**src/pkg/ldsf_pkg.sv**
```systemverilog
/*
 * Shared constants, timing counts and the frame CRC step for the LED driver
 * serial frame and fault logic.
 * Assumes a 200 MHz core clock and an 8-bit CRC over every frame byte
 * except the sync byte.
 */
package ldsf_pkg;

    localparam int unsigned CLK_MHZ     = 200;
    localparam int unsigned T_FILTER_US = 4000;
    localparam int unsigned T_HICCUP_US = 1000;
    localparam int unsigned T_RETRY_US  = 32;
    localparam int unsigned FILTER_CYC  = T_FILTER_US * CLK_MHZ;
    localparam int unsigned HICCUP_CYC  = T_HICCUP_US * CLK_MHZ;
    localparam int unsigned RETRY_CYC   = T_RETRY_US * CLK_MHZ;

    localparam int unsigned NCH   = 16;
    localparam int unsigned NSYNC = 43;

    // positions inside the synchronised pin vector
    localparam int unsigned SY_RX    = 0;
    localparam int unsigned SY_OPEN  = 1;
    localparam int unsigned SY_SHORT = 17;
    localparam int unsigned SY_ROPEN = 33;
    localparam int unsigned SY_RSHRT = 34;
    localparam int unsigned SY_OTW   = 35;
    localparam int unsigned SY_OTSD  = 36;
    localparam int unsigned SY_EN    = 37;
    localparam int unsigned SY_UVLO  = 38;
    localparam int unsigned SY_DEV   = 39;

    localparam logic [7:0] SYNC_BYTE = 8'h55;
    localparam logic [2:0] SYNC_EDGES = 3'h5;
    localparam logic [7:0] CRC_POLY  = 8'h31;
    localparam logic [7:0] CRC_INIT  = 8'hff;
    localparam logic [7:0] CRC_XOR   = 8'h00;

    // command byte fields
    localparam int unsigned CMD_BCAST = 3;
    localparam int unsigned CMD_READ  = 2;

    localparam logic [7:0] ADDR_MAX   = 8'h33;
    localparam logic [7:0] ADDR_OPEN  = 8'h04;
    localparam logic [7:0] ADDR_SHORT = 8'h05;
    localparam logic [7:0] ADDR_MISC  = 8'h06;

    // bit positions in the miscellaneous fault register
    localparam int unsigned MISC_OTW   = 14;
    localparam int unsigned MISC_RSHRT = 13;
    localparam int unsigned MISC_ROPEN = 12;
    localparam int unsigned MISC_OTSD  = 11;

    // fixed bits of the reply status byte
    localparam logic [1:0] STAT_TOP = 2'h2;
    localparam logic [2:0] STAT_LOW = 3'h0;

    // short threshold in volts per select code
    localparam logic [2:0] THR_V_00 = 3'h2;
    localparam logic [2:0] THR_V_01 = 3'h3;
    localparam logic [2:0] THR_V_10 = 3'h4;
    localparam logic [2:0] THR_V_11 = 3'h5;

    // idle gap, in bit times shifted, before a frame is abandoned
    localparam int unsigned TIMEOUT_SHIFT = 5;

    function automatic logic [7:0] ldsf_crc8(input logic [7:0] c, input logic [7:0] b);
        logic [7:0] r;
        r = c ^ b;
        for (int k = 0; k < 8; k++) begin
            r = r[7] ? ({r[6:0], 1'b0} ^ CRC_POLY) : {r[6:0], 1'b0};
        end
        return r;
    endfunction : ldsf_crc8

endpackage : ldsf_pkg

```
**src/core/ldsf_core.sv**
```systemverilog
/*
 * Serial frame interpreter and fault supervision of a 16-channel LED sink
 * driver: sync-based bit timing, frame decode, CRC, reply, fault flags and
 * the failsafe output.
 * Assumes an external register file on the same clock that takes writes
 * through wr_valid/wr_ready and answers rd_addr on rd_data in the same cycle.
 */
`timescale 1ns/1ps

module ldsf_core
    import ldsf_pkg::*;
#(
    parameter int unsigned FILT_CYC = FILTER_CYC,
    parameter int unsigned HIC_CYC  = HICCUP_CYC,
    parameter int unsigned RET_CYC  = RETRY_CYC
) (
    input  wire logic        clk,
    input  wire logic        nrst,
    input  wire logic        clk_en,
    input  wire logic        rx_pin,
    input  wire logic [3:0]  target_select_field_pin,
    input  wire logic        uvlo_pin,
    input  wire logic        enable_pin,
    input  wire logic [15:0] open_det_pin,
    input  wire logic [15:0] short_det_pin,
    input  wire logic        current_ref_open_pin,
    input  wire logic        current_ref_short_pin,
    input  wire logic        overtemp_warn_pin,
    input  wire logic        overtemp_sd_pin,
    input  wire logic        latch_mode,
    input  wire logic        overtemp_warning_mask,
    input  wire logic [1:0]  short_threshold_select,
    input  wire logic [15:0] chan_request,
    input  wire logic        wr_ready,
    input  wire logic [15:0] rd_data,
    output logic             tx_out,
    output logic             wr_valid,
    output logic [7:0]       wr_addr,
    output logic [15:0]      wr_data,
    output logic [7:0]       rd_addr,
    output logic [15:0]      channel_on,
    output logic [15:0]      channel_open_flag,
    output logic [15:0]      channel_short_flag,
    output logic             current_ref_open_flag,
    output logic             current_ref_short_flag,
    output logic             overtemp_warning_flag,
    output logic             overtemp_shutdown_flag,
    output logic             failsafe_out_n,
    output logic             failsafe_oe,
    output logic [2:0]       short_threshold_volts
);

    typedef enum logic [3:0] {
        ST_HUNT, ST_SYNC, ST_WAIT, ST_RXB, ST_STOP,
        ST_CHECK, ST_PUSH, ST_FETCH, ST_CAP, ST_TX
    } ldsf_state_e;

    typedef struct packed {
        logic [NSYNC-1:0]       s1;
        logic [NSYNC-1:0]       s2;
        logic [NSYNC-1:0]       s3;
        logic [NSYNC-1:0]       f;
        logic                   rxp;
        ldsf_state_e            st;
        logic [16:0]            cnt;
        logic [2:0]             edges;
        logic [11:0]            blen;
        logic [12:0]            tim;
        logic [3:0]             bitn;
        logic [7:0]             sh;
        logic [3:0]             bidx;
        logic [7:0]             cmd;
        logic [7:0]             addr;
        logic [7:0]             crc;
        logic [7:0]             rxcrc;
        logic [63:0]            dbuf;
        logic [3:0]             widx;
        logic [7:0]             txb;
        logic [1:0]             tph;
        logic                   tx;
        logic [7:0]             rd_addr;
        logic [1:0]             fv;
        logic [23:0]            q0;
        logic [23:0]            q1;
        logic [NCH-1:0][19:0]   oc;
        logic [NCH-1:0][19:0]   sc;
        logic [NCH-1:0]         oact;
        logic [NCH-1:0]         sact;
        logic [NCH-1:0]         oflag;
        logic [NCH-1:0]         sflag;
        logic                   ref_lat;
        logic                   rof;
        logic                   rsf;
        logic                   otwf;
        logic                   otsf;
        logic [17:0]            ht;
        logic [NCH-1:0]         chon;
        logic                   fsn;
        logic [2:0]             thr;
    } ldsf_state_s;

    ldsf_state_s r;
    ldsf_state_s n;

    logic [NSYNC-1:0] raw;
    logic             rx_f;
    logic             fall;
    logic [15:0]      od;
    logic [15:0]      sd;
    logic             rop;
    logic             rsp;
    logic             otw;
    logic             ots;
    logic             en_f;
    logic             uvlo_f;
    logic [3:0]       dev_f;
    logic [3:0]       nbytes;
    logic [3:0]       crcpos;
    logic [7:0]       stat;
    logic             pop;
    logic             room;

    assign raw    = {target_select_field_pin, uvlo_pin, enable_pin, overtemp_sd_pin, overtemp_warn_pin,
                     current_ref_short_pin, current_ref_open_pin, short_det_pin,
                     open_det_pin, rx_pin};
    assign rx_f   = r.f[SY_RX];
    assign fall   = r.rxp & ~rx_f;
    assign od     = r.f[SY_OPEN +: NCH];
    assign sd     = r.f[SY_SHORT +: NCH];
    assign rop    = r.f[SY_ROPEN];
    assign rsp    = r.f[SY_RSHRT];
    assign otw    = r.f[SY_OTW];
    assign ots    = r.f[SY_OTSD];
    assign en_f   = r.f[SY_EN];
    assign uvlo_f = r.f[SY_UVLO];
    assign dev_f  = r.f[SY_DEV +: 4];
    assign nbytes = 4'h1 << r.cmd[1:0];
    assign crcpos = r.cmd[CMD_READ] ? 4'h2 : 4'h2 + nbytes;
    assign stat   = {STAT_TOP, |r.sflag, |r.oflag, r.fsn, STAT_LOW};
    assign pop    = r.fv[0] & wr_ready;
    assign room   = ~r.fv[1] | pop;

    always_comb begin
        logic [7:0]  b;
        logic        ld;
        logic [7:0]  ldb;
        logic [7:0]  ldc;
        logic [1:0]  ldph;
        logic        push;
        logic [23:0] push_w;
        logic [15:0] word;
        logic [15:0] clr_o;
        logic [15:0] clr_s;
        logic        clr_m;
        logic        ok;
        logic        hic;
        logic        fs;
        logic        oev;
        logic        sev;
        b      = '0;
        ld     = 1'b0;
        ldb    = '0;
        ldc    = '0;
        ldph   = '0;
        push   = 1'b0;
        push_w = '0;
        word   = '0;
        clr_o  = '0;
        clr_s  = '0;
        clr_m  = 1'b0;
        ok     = 1'b0;
        hic    = ~latch_mode;
        fs     = 1'b0;
        oev    = 1'b0;
        sev    = 1'b0;
        n      = r;
        // three-stage pin synchroniser, a change counts once stages 2 and 3 agree
        n.s1   = raw;
        n.s2   = r.s1;
        n.s3   = r.s2;
        n.f    = (r.f & (r.s2 ^ r.s3)) | (r.s2 & ~(r.s2 ^ r.s3));
        n.rxp  = rx_f;

        unique case (r.st)
            ST_HUNT: begin
                if (fall) begin
                    n.cnt   = '0;
                    n.edges = 3'h1;
                    n.st    = ST_SYNC;
                end
            end
            ST_SYNC: begin
                // five falling edges of the sync byte span eight bit times
                n.cnt = r.cnt + 17'h1;
                if (fall) begin
                    n.edges = r.edges + 3'h1;
                end
                if (fall && r.edges == SYNC_EDGES - 3'h1) begin
                    n.blen = n.cnt[14:3];
                    n.st   = (n.cnt[14:3] == '0) ? ST_HUNT : ST_WAIT;
                    n.cnt  = '0;
                    n.bidx = '0;
                    n.crc  = CRC_INIT;
                end else if (r.cnt[15]) begin
                    n.st = ST_HUNT;
                end
            end
            ST_WAIT: begin
                n.cnt = r.cnt + 17'h1;
                if (fall) begin
                    n.tim  = 13'(r.blen) + 13'(r.blen[11:1]) - 13'h1;
                    n.bitn = '0;
                    n.st   = ST_RXB;
                end else if (r.cnt > {r.blen, 5'h0}) begin
                    n.st = ST_HUNT;
                end
            end
            ST_RXB: begin
                if (r.tim != '0) begin
                    n.tim = r.tim - 13'h1;
                end else begin
                    b      = {rx_f, r.sh[7:1]};
                    n.sh   = b;
                    n.tim  = 13'(r.blen) - 13'h1;
                    n.bitn = r.bitn + 4'h1;
                    if (r.bitn == 4'h7) begin
                        n.bidx = r.bidx + 4'h1;
                        n.cnt  = '0;
                        n.st   = ST_WAIT;
                        if (r.bidx == 4'h0) begin
                            n.cmd = b;
                        end else if (r.bidx == 4'h1) begin
                            n.addr = b;
                        end else if (r.bidx != crcpos) begin
                            n.dbuf[{3'(r.bidx - 4'h2), 3'h0} +: 8] = b;
                        end
                        if (r.bidx == crcpos) begin
                            n.rxcrc = b;
                            n.st    = ST_STOP;
                        end else begin
                            n.crc = ldsf_crc8(r.crc, b);
                        end
                    end
                end
            end
            ST_STOP: begin
                if (r.tim != '0) begin
                    n.tim = r.tim - 13'h1;
                end else begin
                    n.st = ST_CHECK;
                end
            end
            ST_CHECK: begin
                ok = (r.rxcrc == (r.crc ^ CRC_XOR))
                   && (r.cmd[7:4] == dev_f || r.cmd[CMD_BCAST])
                   && !(r.cmd[CMD_BCAST] && r.cmd[CMD_READ]);
                n.widx = '0;
                if (!ok) begin
                    n.st = ST_HUNT;
                end else if (r.cmd[CMD_READ]) begin
                    ld  = 1'b1;
                    ldb = stat;
                    ldc = ldsf_crc8(CRC_INIT, stat);
                end else begin
                    n.st = ST_PUSH;
                end
            end
            ST_PUSH: begin
                if (r.widx[2:0] == 3'(nbytes[3:1])) begin
                    if (r.cmd[CMD_BCAST]) begin
                        n.st = ST_HUNT;
                    end else begin
                        ld  = 1'b1;
                        ldb = stat;
                        ldc = ldsf_crc8(CRC_INIT, stat);
                    end
                end else if (room) begin
                    push   = 1'b1;
                    push_w = {r.addr + 8'(r.widx[1:0]),
                              r.dbuf[{r.widx[1:0], 1'b1, 3'h0} +: 8],
                              r.dbuf[{r.widx[1:0], 1'b0, 3'h0} +: 8]};
                    n.widx = r.widx + 4'h1;
                end
            end
            ST_FETCH: begin
                n.rd_addr = r.addr + 8'(r.widx[3:1]);
                n.st      = ST_CAP;
            end
            ST_CAP: begin
                unique case (r.rd_addr)
                    ADDR_OPEN: begin
                        word  = r.oflag;
                        clr_o = {NCH{~r.widx[0]}};
                    end
                    ADDR_SHORT: begin
                        word  = r.sflag;
                        clr_s = {NCH{~r.widx[0]}};
                    end
                    ADDR_MISC: begin
                        word[MISC_OTW]   = r.otwf;
                        word[MISC_RSHRT] = r.rsf;
                        word[MISC_ROPEN] = r.rof;
                        word[MISC_OTSD]  = r.otsf;
                        clr_m            = ~r.widx[0];
                    end
                    default: word = rd_data;
                endcase
                b      = r.widx[0] ? word[15:8] : word[7:0];
                n.widx = r.widx + 4'h1;
                ld     = 1'b1;
                ldb    = b;
                ldc    = ldsf_crc8(r.crc, b);
                ldph   = 2'h1;
            end
            ST_TX: begin
                if (r.tim != '0) begin
                    n.tim = r.tim - 13'h1;
                end else begin
                    n.tim  = 13'(r.blen) - 13'h1;
                    n.bitn = r.bitn + 4'h1;
                    if (r.bitn < 4'h8) begin
                        n.tx = r.txb[r.bitn[2:0]];
                    end else if (r.bitn == 4'h8) begin
                        n.tx = 1'b1;
                    end else if (r.tph == 2'h2) begin
                        n.st = ST_HUNT;
                    end else if (r.cmd[CMD_READ] && r.widx < nbytes) begin
                        n.st = ST_FETCH;
                    end else begin
                        ld   = 1'b1;
                        ldb  = r.crc ^ CRC_XOR;
                        ldc  = r.crc;
                        ldph = 2'h2;
                    end
                end
            end
        endcase

        if (ld) begin
            n.txb  = ldb;
            n.crc  = ldc;
            n.tph  = ldph;
            n.tx   = 1'b0;
            n.bitn = '0;
            n.tim  = 13'(r.blen) - 13'h1;
            n.st   = ST_TX;
        end

        // two-entry write buffer, head drives the write port
        if (pop) begin
            n.q0 = r.q1;
            n.fv = {1'b0, r.fv[1]};
        end
        if (push) begin
            if (n.fv[0]) begin
                n.q1    = push_w;
                n.fv[1] = 1'b1;
            end else begin
                n.q0    = push_w;
                n.fv[0] = 1'b1;
            end
        end

        n.ht = (r.ht == 18'(HIC_CYC - 1)) ? '0 : r.ht + 18'h1;
        for (int i = 0; i < NCH; i++) begin
            oev = r.chon[i] && od[i] && r.oc[i] == 20'(FILT_CYC);
            sev = r.chon[i] && sd[i] && r.sc[i] == 20'(FILT_CYC);
            if (!(r.chon[i] && od[i])) begin
                n.oc[i] = '0;
            end else if (!oev) begin
                n.oc[i] = r.oc[i] + 20'h1;
            end
            if (!(r.chon[i] && sd[i])) begin
                n.sc[i] = '0;
            end else if (!sev) begin
                n.sc[i] = r.sc[i] + 20'h1;
            end
            // hiccup retry ends: fault gone if detector idle at window end
            if (hic && r.ht == 18'(RET_CYC - 1)) begin
                if (!od[i]) begin
                    n.oact[i] = 1'b0;
                end
                if (!sd[i]) begin
                    n.sact[i] = 1'b0;
                end
            end
            if (oev) begin
                n.oact[i] = 1'b1;
            end
            if (sev) begin
                n.sact[i] = 1'b1;
            end
            // set wins over a read clear; hiccup holds while fault persists
            n.oflag[i] = (r.oflag[i] & ~(clr_o[i] & ~(hic & r.oact[i]))) | oev;
            n.sflag[i] = (r.sflag[i] & ~(clr_s[i] & ~(hic & r.sact[i]))) | sev;
        end
        n.rof     = (r.rof & ~clr_m) | (rop & ~r.ref_lat);
        n.rsf     = (r.rsf & ~clr_m) | (rsp & ~r.ref_lat);
        n.ref_lat = r.ref_lat | rop | rsp;
        n.otwf    = (r.otwf & ~clr_m) | otw;
        n.otsf    = (r.otsf & ~clr_m) | ots;
        if (!en_f) begin
            n.oact    = '0;
            n.sact    = '0;
            n.oflag   = '0;
            n.sflag   = '0;
            n.oc      = '0;
            n.sc      = '0;
            n.ref_lat = 1'b0;
            n.rof     = 1'b0;
            n.rsf     = 1'b0;
            n.otwf    = 1'b0;
            n.otsf    = 1'b0;
        end
        for (int i = 0; i < NCH; i++) begin
            n.chon[i] = en_f && chan_request[i] && !ots && !n.ref_lat
                     && (!(n.oact[i] | n.sact[i]) || (hic && r.ht < 18'(RET_CYC)));
        end
        fs = (latch_mode ? |(n.oflag | n.sflag) : |(n.oact | n.sact))
           | n.ref_lat | (otw & ~overtemp_warning_mask) | ots;
        n.fsn = ~fs;

        unique case (short_threshold_select)
            2'h0: n.thr = THR_V_00;
            2'h1: n.thr = THR_V_01;
            2'h2: n.thr = THR_V_10;
            2'h3: n.thr = THR_V_11;
        endcase

        // undervoltage returns all but the synchroniser and short threshold to default, failsafe not driven
        if (uvlo_f) begin
            n     = '0;
            n.s1  = raw;
            n.s2  = r.s1;
            n.s3  = r.s2;
            n.f   = (r.f & (r.s2 ^ r.s3)) | (r.s2 & ~(r.s2 ^ r.s3));
            n.tx  = 1'b1;
            n.fsn = 1'b1;
            n.thr = r.thr;
        end
    end

    always_ff @(posedge clk or negedge nrst) begin
        if (!nrst) begin
            r     <= '0;
            r.tx  <= 1'b1;
            r.fsn <= 1'b1;
        end else if (clk_en) begin
            r <= n;
        end
    end

    assign tx_out                 = r.tx;
    assign wr_valid               = r.fv[0];
    assign wr_addr                = r.q0[23:16];
    assign wr_data                = r.q0[15:0];
    assign rd_addr                = r.rd_addr;
    assign channel_on             = r.chon;
    assign channel_open_flag      = r.oflag;
    assign channel_short_flag     = r.sflag;
    assign current_ref_open_flag  = r.rof;
    assign current_ref_short_flag = r.rsf;
    assign overtemp_warning_flag  = r.otwf;
    assign overtemp_shutdown_flag = r.otsf;
    assign failsafe_out_n         = r.fsn;
    assign failsafe_oe            = ~r.fsn;
    assign short_threshold_volts  = r.thr;

endmodule : ldsf_core

```
**config.mk**
```make
export PLATFORM = sky130hd
export DESIGN_NAME = ldsf_core
export DESIGN_NICKNAME = d
export VERILOG_FILES = /design/src/pkg/ldsf_pkg.sv /design/src/core/ldsf_core.sv
export SDC_FILE = /design/constraint.sdc
export NUM_CORES = 2
export LEC_CHECK = 0
export ABC_AREA = 1
export BUFFER_PORTS_ARGS = -buffer_cell sky130_fd_sc_hd__buf_2
export CORE_AREA = 2 2 344 346
export CTS_BUF_LIST = sky130_fd_sc_hd__clkbuf_8
export CTS_CLUSTER_DIAMETER = 120
export CTS_CLUSTER_SIZE = 25
export DETAILED_ROUTE_END_ITERATION = 7
export DIE_AREA = 0 0 346 348
export GPL_ROUTABILITY_DRIVEN = 0
export HOLD_SLACK_MARGIN = 0.02
export PLACE_DENSITY = 0.71
export SETUP_SLACK_MARGIN = 0.5
export SLEW_MARGIN = 20
export SYNTH_ARGS = -nofsm -noshare
export SYNTH_HDL_FRONTEND = slang
export SYNTH_SLANG_ARGS = --single-unit
```
**constraint.sdc**
```tcl
create_clock -name clk -period 5.25 [get_ports clk]
set_clock_uncertainty 0.2 [all_clocks]
set_input_delay 1.05 -clock clk [delete_from_list [all_inputs] [get_ports clk]]
set_output_delay 1.05 -clock clk [all_outputs]
set_load 0.01 [all_outputs]
```
# After elaboration in Yosys (flattened, before gate mapping)
# Cells that the tools add are included.
[classes] add_sub_neg=47 multipliers=0 div_mod_pow=0 magnitude_cmp=5 n_eq_ne=119 shift=5 mux=309 bitwise_logic=271 n_reduce_logical=254
[ops] operator="$mux 20" count=64
[ops] operator="$mux 982" count=1
[ops] operator="$mux 709" count=1
[ops] operator="$add 20x1->20 const B" count=32
[ops] operator="$eq 20x20->1 const B" count=32
[ops] operator="$mux 64" count=3
[ops] operator="$mux 8" count=23
[ops] operator="$ne 4x4->1 const B" count=45
[ops] operator="$mux 24" count=6
[ops] operator="$mux 6" count=24
[ops] operator="$logic_and 1x1->1" count=135
[ops] operator="$shiftx 64x7->8" count=2
[ops] operator="$mux 1" count=118
[ops] operator="$mux 112" count=1
[ops] operator="$and 1x1->1" count=105
[ops] operator="$mux 100" count=1
[ops] operator="$and 43x43->43" count=2
[ops] operator="$mux 4" count=21
[ops] operator="$mux 16" count=5
[ops] operator="$not 1->1" count=74
[ops] operator="$mux 72" count=1
[ops] operator="$not 3->3" count=24
[ops] operator="$reduce_and 2->1" count=35
[ops] operator="$pmux 17 s4" count=1
[ops] operator="other kinds (88)" count=254
[totals] regBits=1154 latchBits=0 ramBits=0 mem_bits_ro=0 inputBits=83 elab_cells=1081 n_memories=0

# Longest topological paths before layout
[logic_depth] depth_word=24 ltp_mapped=22 mapped_depth_nobuf=22

# Worst setup path before layout
# OpenSTA, ideal clock, no wires.
[synth_path] path_kind="input port to flip-flop" from="in clk_en" to="reg r, in the netlist channel_on[6]" arrival_ns=2.731 required_time_ns=4.982 setup_slack_ns=2.251 stages=9 path_buffers=2 cell_sequence="buf_2 inv_2 nor2_1 inv_1 nor2_1 inv_1 nor3_2 buf_2 a32o_1"
[synth_lines] element="start: declaration" line_no="ldsf_core.sv:19" rtl="input wire logic clk_en,"
[synth_lines] element="end signal: assignment" line_no="ldsf_core.sv:449" rtl="r <= n;"
[synth_lines] element="end: declaration" line_no="ldsf_core.sv:102" rtl="ldsf_state_s r;"

# Worst setup path after layout
[layout_path] from="reg r[817] (netlist name)" to="reg r[936] (netlist name)"
[layout_between] elab_chain_cells=10 elab_cells_between_ends=16 cone_classes="order compare (1); eq/ne (3); mux (9); reduce/logical (3)"
[layout_rtl] element="$lt 4x4->1" line_no="ldsf_core.sv:327" rtl="end else if (r.cmd[CMD_READ] && r.widx < nbytes) begin"
[layout_rtl] element="$logic_and 1x1->1" line_no="ldsf_core.sv:327"
[layout_rtl] element="$mux 1" line_no="ldsf_core.sv:327"
[layout_rtl] element="$mux 1" line_no="ldsf_core.sv:325" rtl="end else if (r.tph == 2'h2) begin"
[layout_rtl] element="$mux 1" line_no="ldsf_core.sv:323" rtl="end else if (r.bitn == 4'h8) begin"
[layout_rtl] element="$mux 1" line_no="ldsf_core.sv:321" rtl="if (r.bitn < 4'h8) begin"
[layout_rtl] element="$mux 1" line_no="ldsf_core.sv:316" rtl="if (r.tim != '0) begin"
[layout_rtl] element="$pmux 1 s4 *" line_no="ldsf_core.sv:184" rtl="unique case (r.st)"
[layout_rtl] element="$ne 4x4->1 (no line) (tied with other cells)"
[layout_rtl] element="$reduce_and 4->1 (no line) or $mux 982 (tied branches)"
# Every way passes the cells marked *; elsewhere a longest branch is shown, timed or not.
# A chain may end at the register's enable or synchronous reset.

==> reports/results.ini <==
[synthesis]
synth_fp_nets=8552
synth-edff-count=0
yosys.area.top_type=dfrtp_1
netlist_top_cells_count=nand2_1 (1,626), inv_1 (1,302), dfrtp_1 (1,151)
ys_ff_latch=1153
yosys-top-cells-area=dfrtp_1 (45%), nand2_1 (9.6%), inv_1 (7.7%)
synth_top_cell_area_share=0.453
syn_area_per_cell_um2=7.63
synth-main-ff-cell=dfrtp_1
yosys_warnings=0
syn_area_um2=63600
yosysSeqAreaShare=0.453
async_flop_share=1.00
synth.most_common_cell=nand2_1
netlist_instances=8334
ys_types=68

[cells_and_area]
fillCellCount=10943
final_nets=8557
finalNonFillerCells=9905
drive_gt1_frac=0.0458
area_growth_pct=4.50

[clock_tree]
clock_sinks=1153
clk_latency_ps=840
clockBufferDepth=3
clockRootBuffer=clkbuf_8
ctsHoldBuffers=0
cts_tree=done
cts_resized=0
cts_setup_buffers=0
htreeDepth=2
numCtsBuffers=52
clkTransAtPathRegs_ps=160

[sta]
worstMarginPinSlew_ps=1070
finalMaxSlewViolations=0
min_period_ps=4110
fin_crit_sh=0.783
setup_viol=0
fin_tns_setup_ps=0
fmax_mhz=243
hold_viol=0
rsz0062_at_grt=false
relSlewSlack=0.286

[global_routing]
antenna_found_initial=11
grt_start_max_net_pins=142
grt-ovfl-total=0
grt_pass1_wl_um=282000
grt_pass1_vias=52785
grt.total_usage=0.287

[power_and_ir_drop]
max-vdd-ir-drop_mv=0.227
p_leak_nw=30.0
powerDensity_nw_per_um2=279

[drt]
vias=56653
dr.pass1.iters=8
drt-initial-drc-count=5484
route.detailed.drc=0
avgRoutedWirePerCell_um=17.7
ant_nets=0
routed_wl_um=175000
vias_per_cell=5.72

[floorplanning]
dieHeight_um=348
die_w_um=346
core_area_um2=117000
io_pins=174
floorplan.initialDensity=0.544
fp.dieArea_um2=120000
rows=126

[critical_path]
arrival_ps=4610
startpoint_type=flop
critPathCaptureType=flop
cpPeakStageDelay_ps=950
path_cells=ha_1, a21boi_0, o211ai_1, nand3_1, nand2_1, nor2_1, nand2_1, nand3_2, nor2_1, nand4_1, nand3_2, o21ai_0
crit_family=simple AND/OR/NAND/NOR gates
cpMaxStageDelayCell=dfrtp_1
crit_buf_inv=0
cp_data_required_time_ps=5750
cp_max_fo=26
path_class=reg -> reg

[worst_hold_path]
hp-class=in -> async

[place]
port_buffers=173
place_inst=9821
place_hpwl_um=130000

[outcome]
status=finished clean

[job]
drv_cap=0

-- cells by family (layout without fill, tap and decap cells) --
family | after synthesis | count (layout) | share of synthesized area
buffers and inverters | 1612 | 1640 | 0.101
other | 0 | 7 | 0
XOR/XNOR | 150 | 150 | 0.0206
AND/OR/NAND/NOR | 3626 | 3626 | 0.252
AO/OA/AOI/OAI | 1658 | 1658 | 0.146
adder cells (fa/ha/maj) | 135 | 135 | 0.0270
flip-flops | 1153 | 1153 | 0.453
-- through the flow --
stage	util	area (µm²)	total power, mW	hold WS, ps	setup WS, ps
floorplan	-	63600	13.4	242	2250
CTS	0.568	66500	18.6	79.4	1270
finish	0.568	66500	18.6	81.0	1140
global placement	0.561	65600	14.7	250	1280
global route	0.568	66500	19.6	112	900
detailed placement	0.561	65600	14.9	259	1280
-- path summary, 6_finish.rpt --
path                            slack (ps)                 startpoint                                    to  cells after the start
worst max-delay path                  1140         r[817]$_DFFE_PN0P_                    r[936]$_DFFE_PN0P_                     12
worst min-delay path                    80                       nrst                    r[157]$_DFFE_PN0P_                      1
worst max register to register        1140         r[817]$_DFFE_PN0P_                    r[936]$_DFFE_PN0P_                     12
worst min register to register         280        r[1140]$_DFFE_PN0P_                   r[1097]$_DFFE_PN0P_                      2
max in group asynchronous             3550                       nrst                    r[135]$_DFFE_PN0P_                      2
min in group clk                       210  short_threshold_select[0]  short_threshold_volts[0]$_DFFE_PN0P_                      3
-- registers in the layout, indices dropped and copies added (netlist names), 3 cells and up, named ones only --
name                   flops
r                       1020
channel_short_flag        16
channel_open_flag         16
wr_addr                    8
rd_addr                    8
wr_data                   16
short_threshold_volts      3
channel_on                16
-- power breakdown --
part | internal [mW] | total (mW) | switching [mW]
logic | 1.58 | 4.85 | 3.27
clock network | 0.962 | 3.74 | 2.78
registers | 9.40 | 9.99 | 0.589
-- per-layer routing --
layer,global-route usage,part of all wire,vias to the layer above
met2,0.448,0.44,1832
li1,-,-,27473
met1,0.401,0.44,27043
met3,0.0643,0.084,293
met4,0.0858,0.032,12
met5,0,0.00035,-
-- area by class of cell --
type	count	area, µm²	share of cell area
clock inverters	23	108	0.00162
diodes	7	17.5	0.000263
repair buffers	222	1430	0.0216
multi-input cells	5569	28400	0.427
well taps	1536	1920	0.0289
flip-flops and latches	1153	28900	0.434
inverters	1341	5040	0.0758
clock buffers	54	743	0.0112
-- cell usage in the layout, fill, tap and decap left out, types with 13 or more instances in the layout --
cell type	synthesis	routed
a31oi_1	23	22
buf_2	36	171
a2bb2oi_1	17	17
dfrtp_1	1151	1150
o21ai_0	729	729
o211ai_1	26	26
o21a_1	32	32
nor2_1	723	721
nand4_1	256	256
a22oi_1	17	17
o21ai_1	44	44
clkbuf_8	0	54
a211oi_1	28	28
nand3_1	461	461
buf_4	83	35
inv_1	1302	1318
nor3b_1	44	44
clkinv_1	15	15
inv_2	23	24
a221oi_1	13	13
o22ai_1	111	111
nor2_2	14	15
ha_1	131	131
o31ai_1	50	50
a32o_1	17	17
xnor2_1	26	26
buf_12	0	15
nand2_1	1626	1626
and2_1	13	13
a21oi_1	493	493
xor2_1	124	124
nor4_1	128	128
or2_2	14	14
nor3_1	291	291
(Power assumes the default switching activity.)
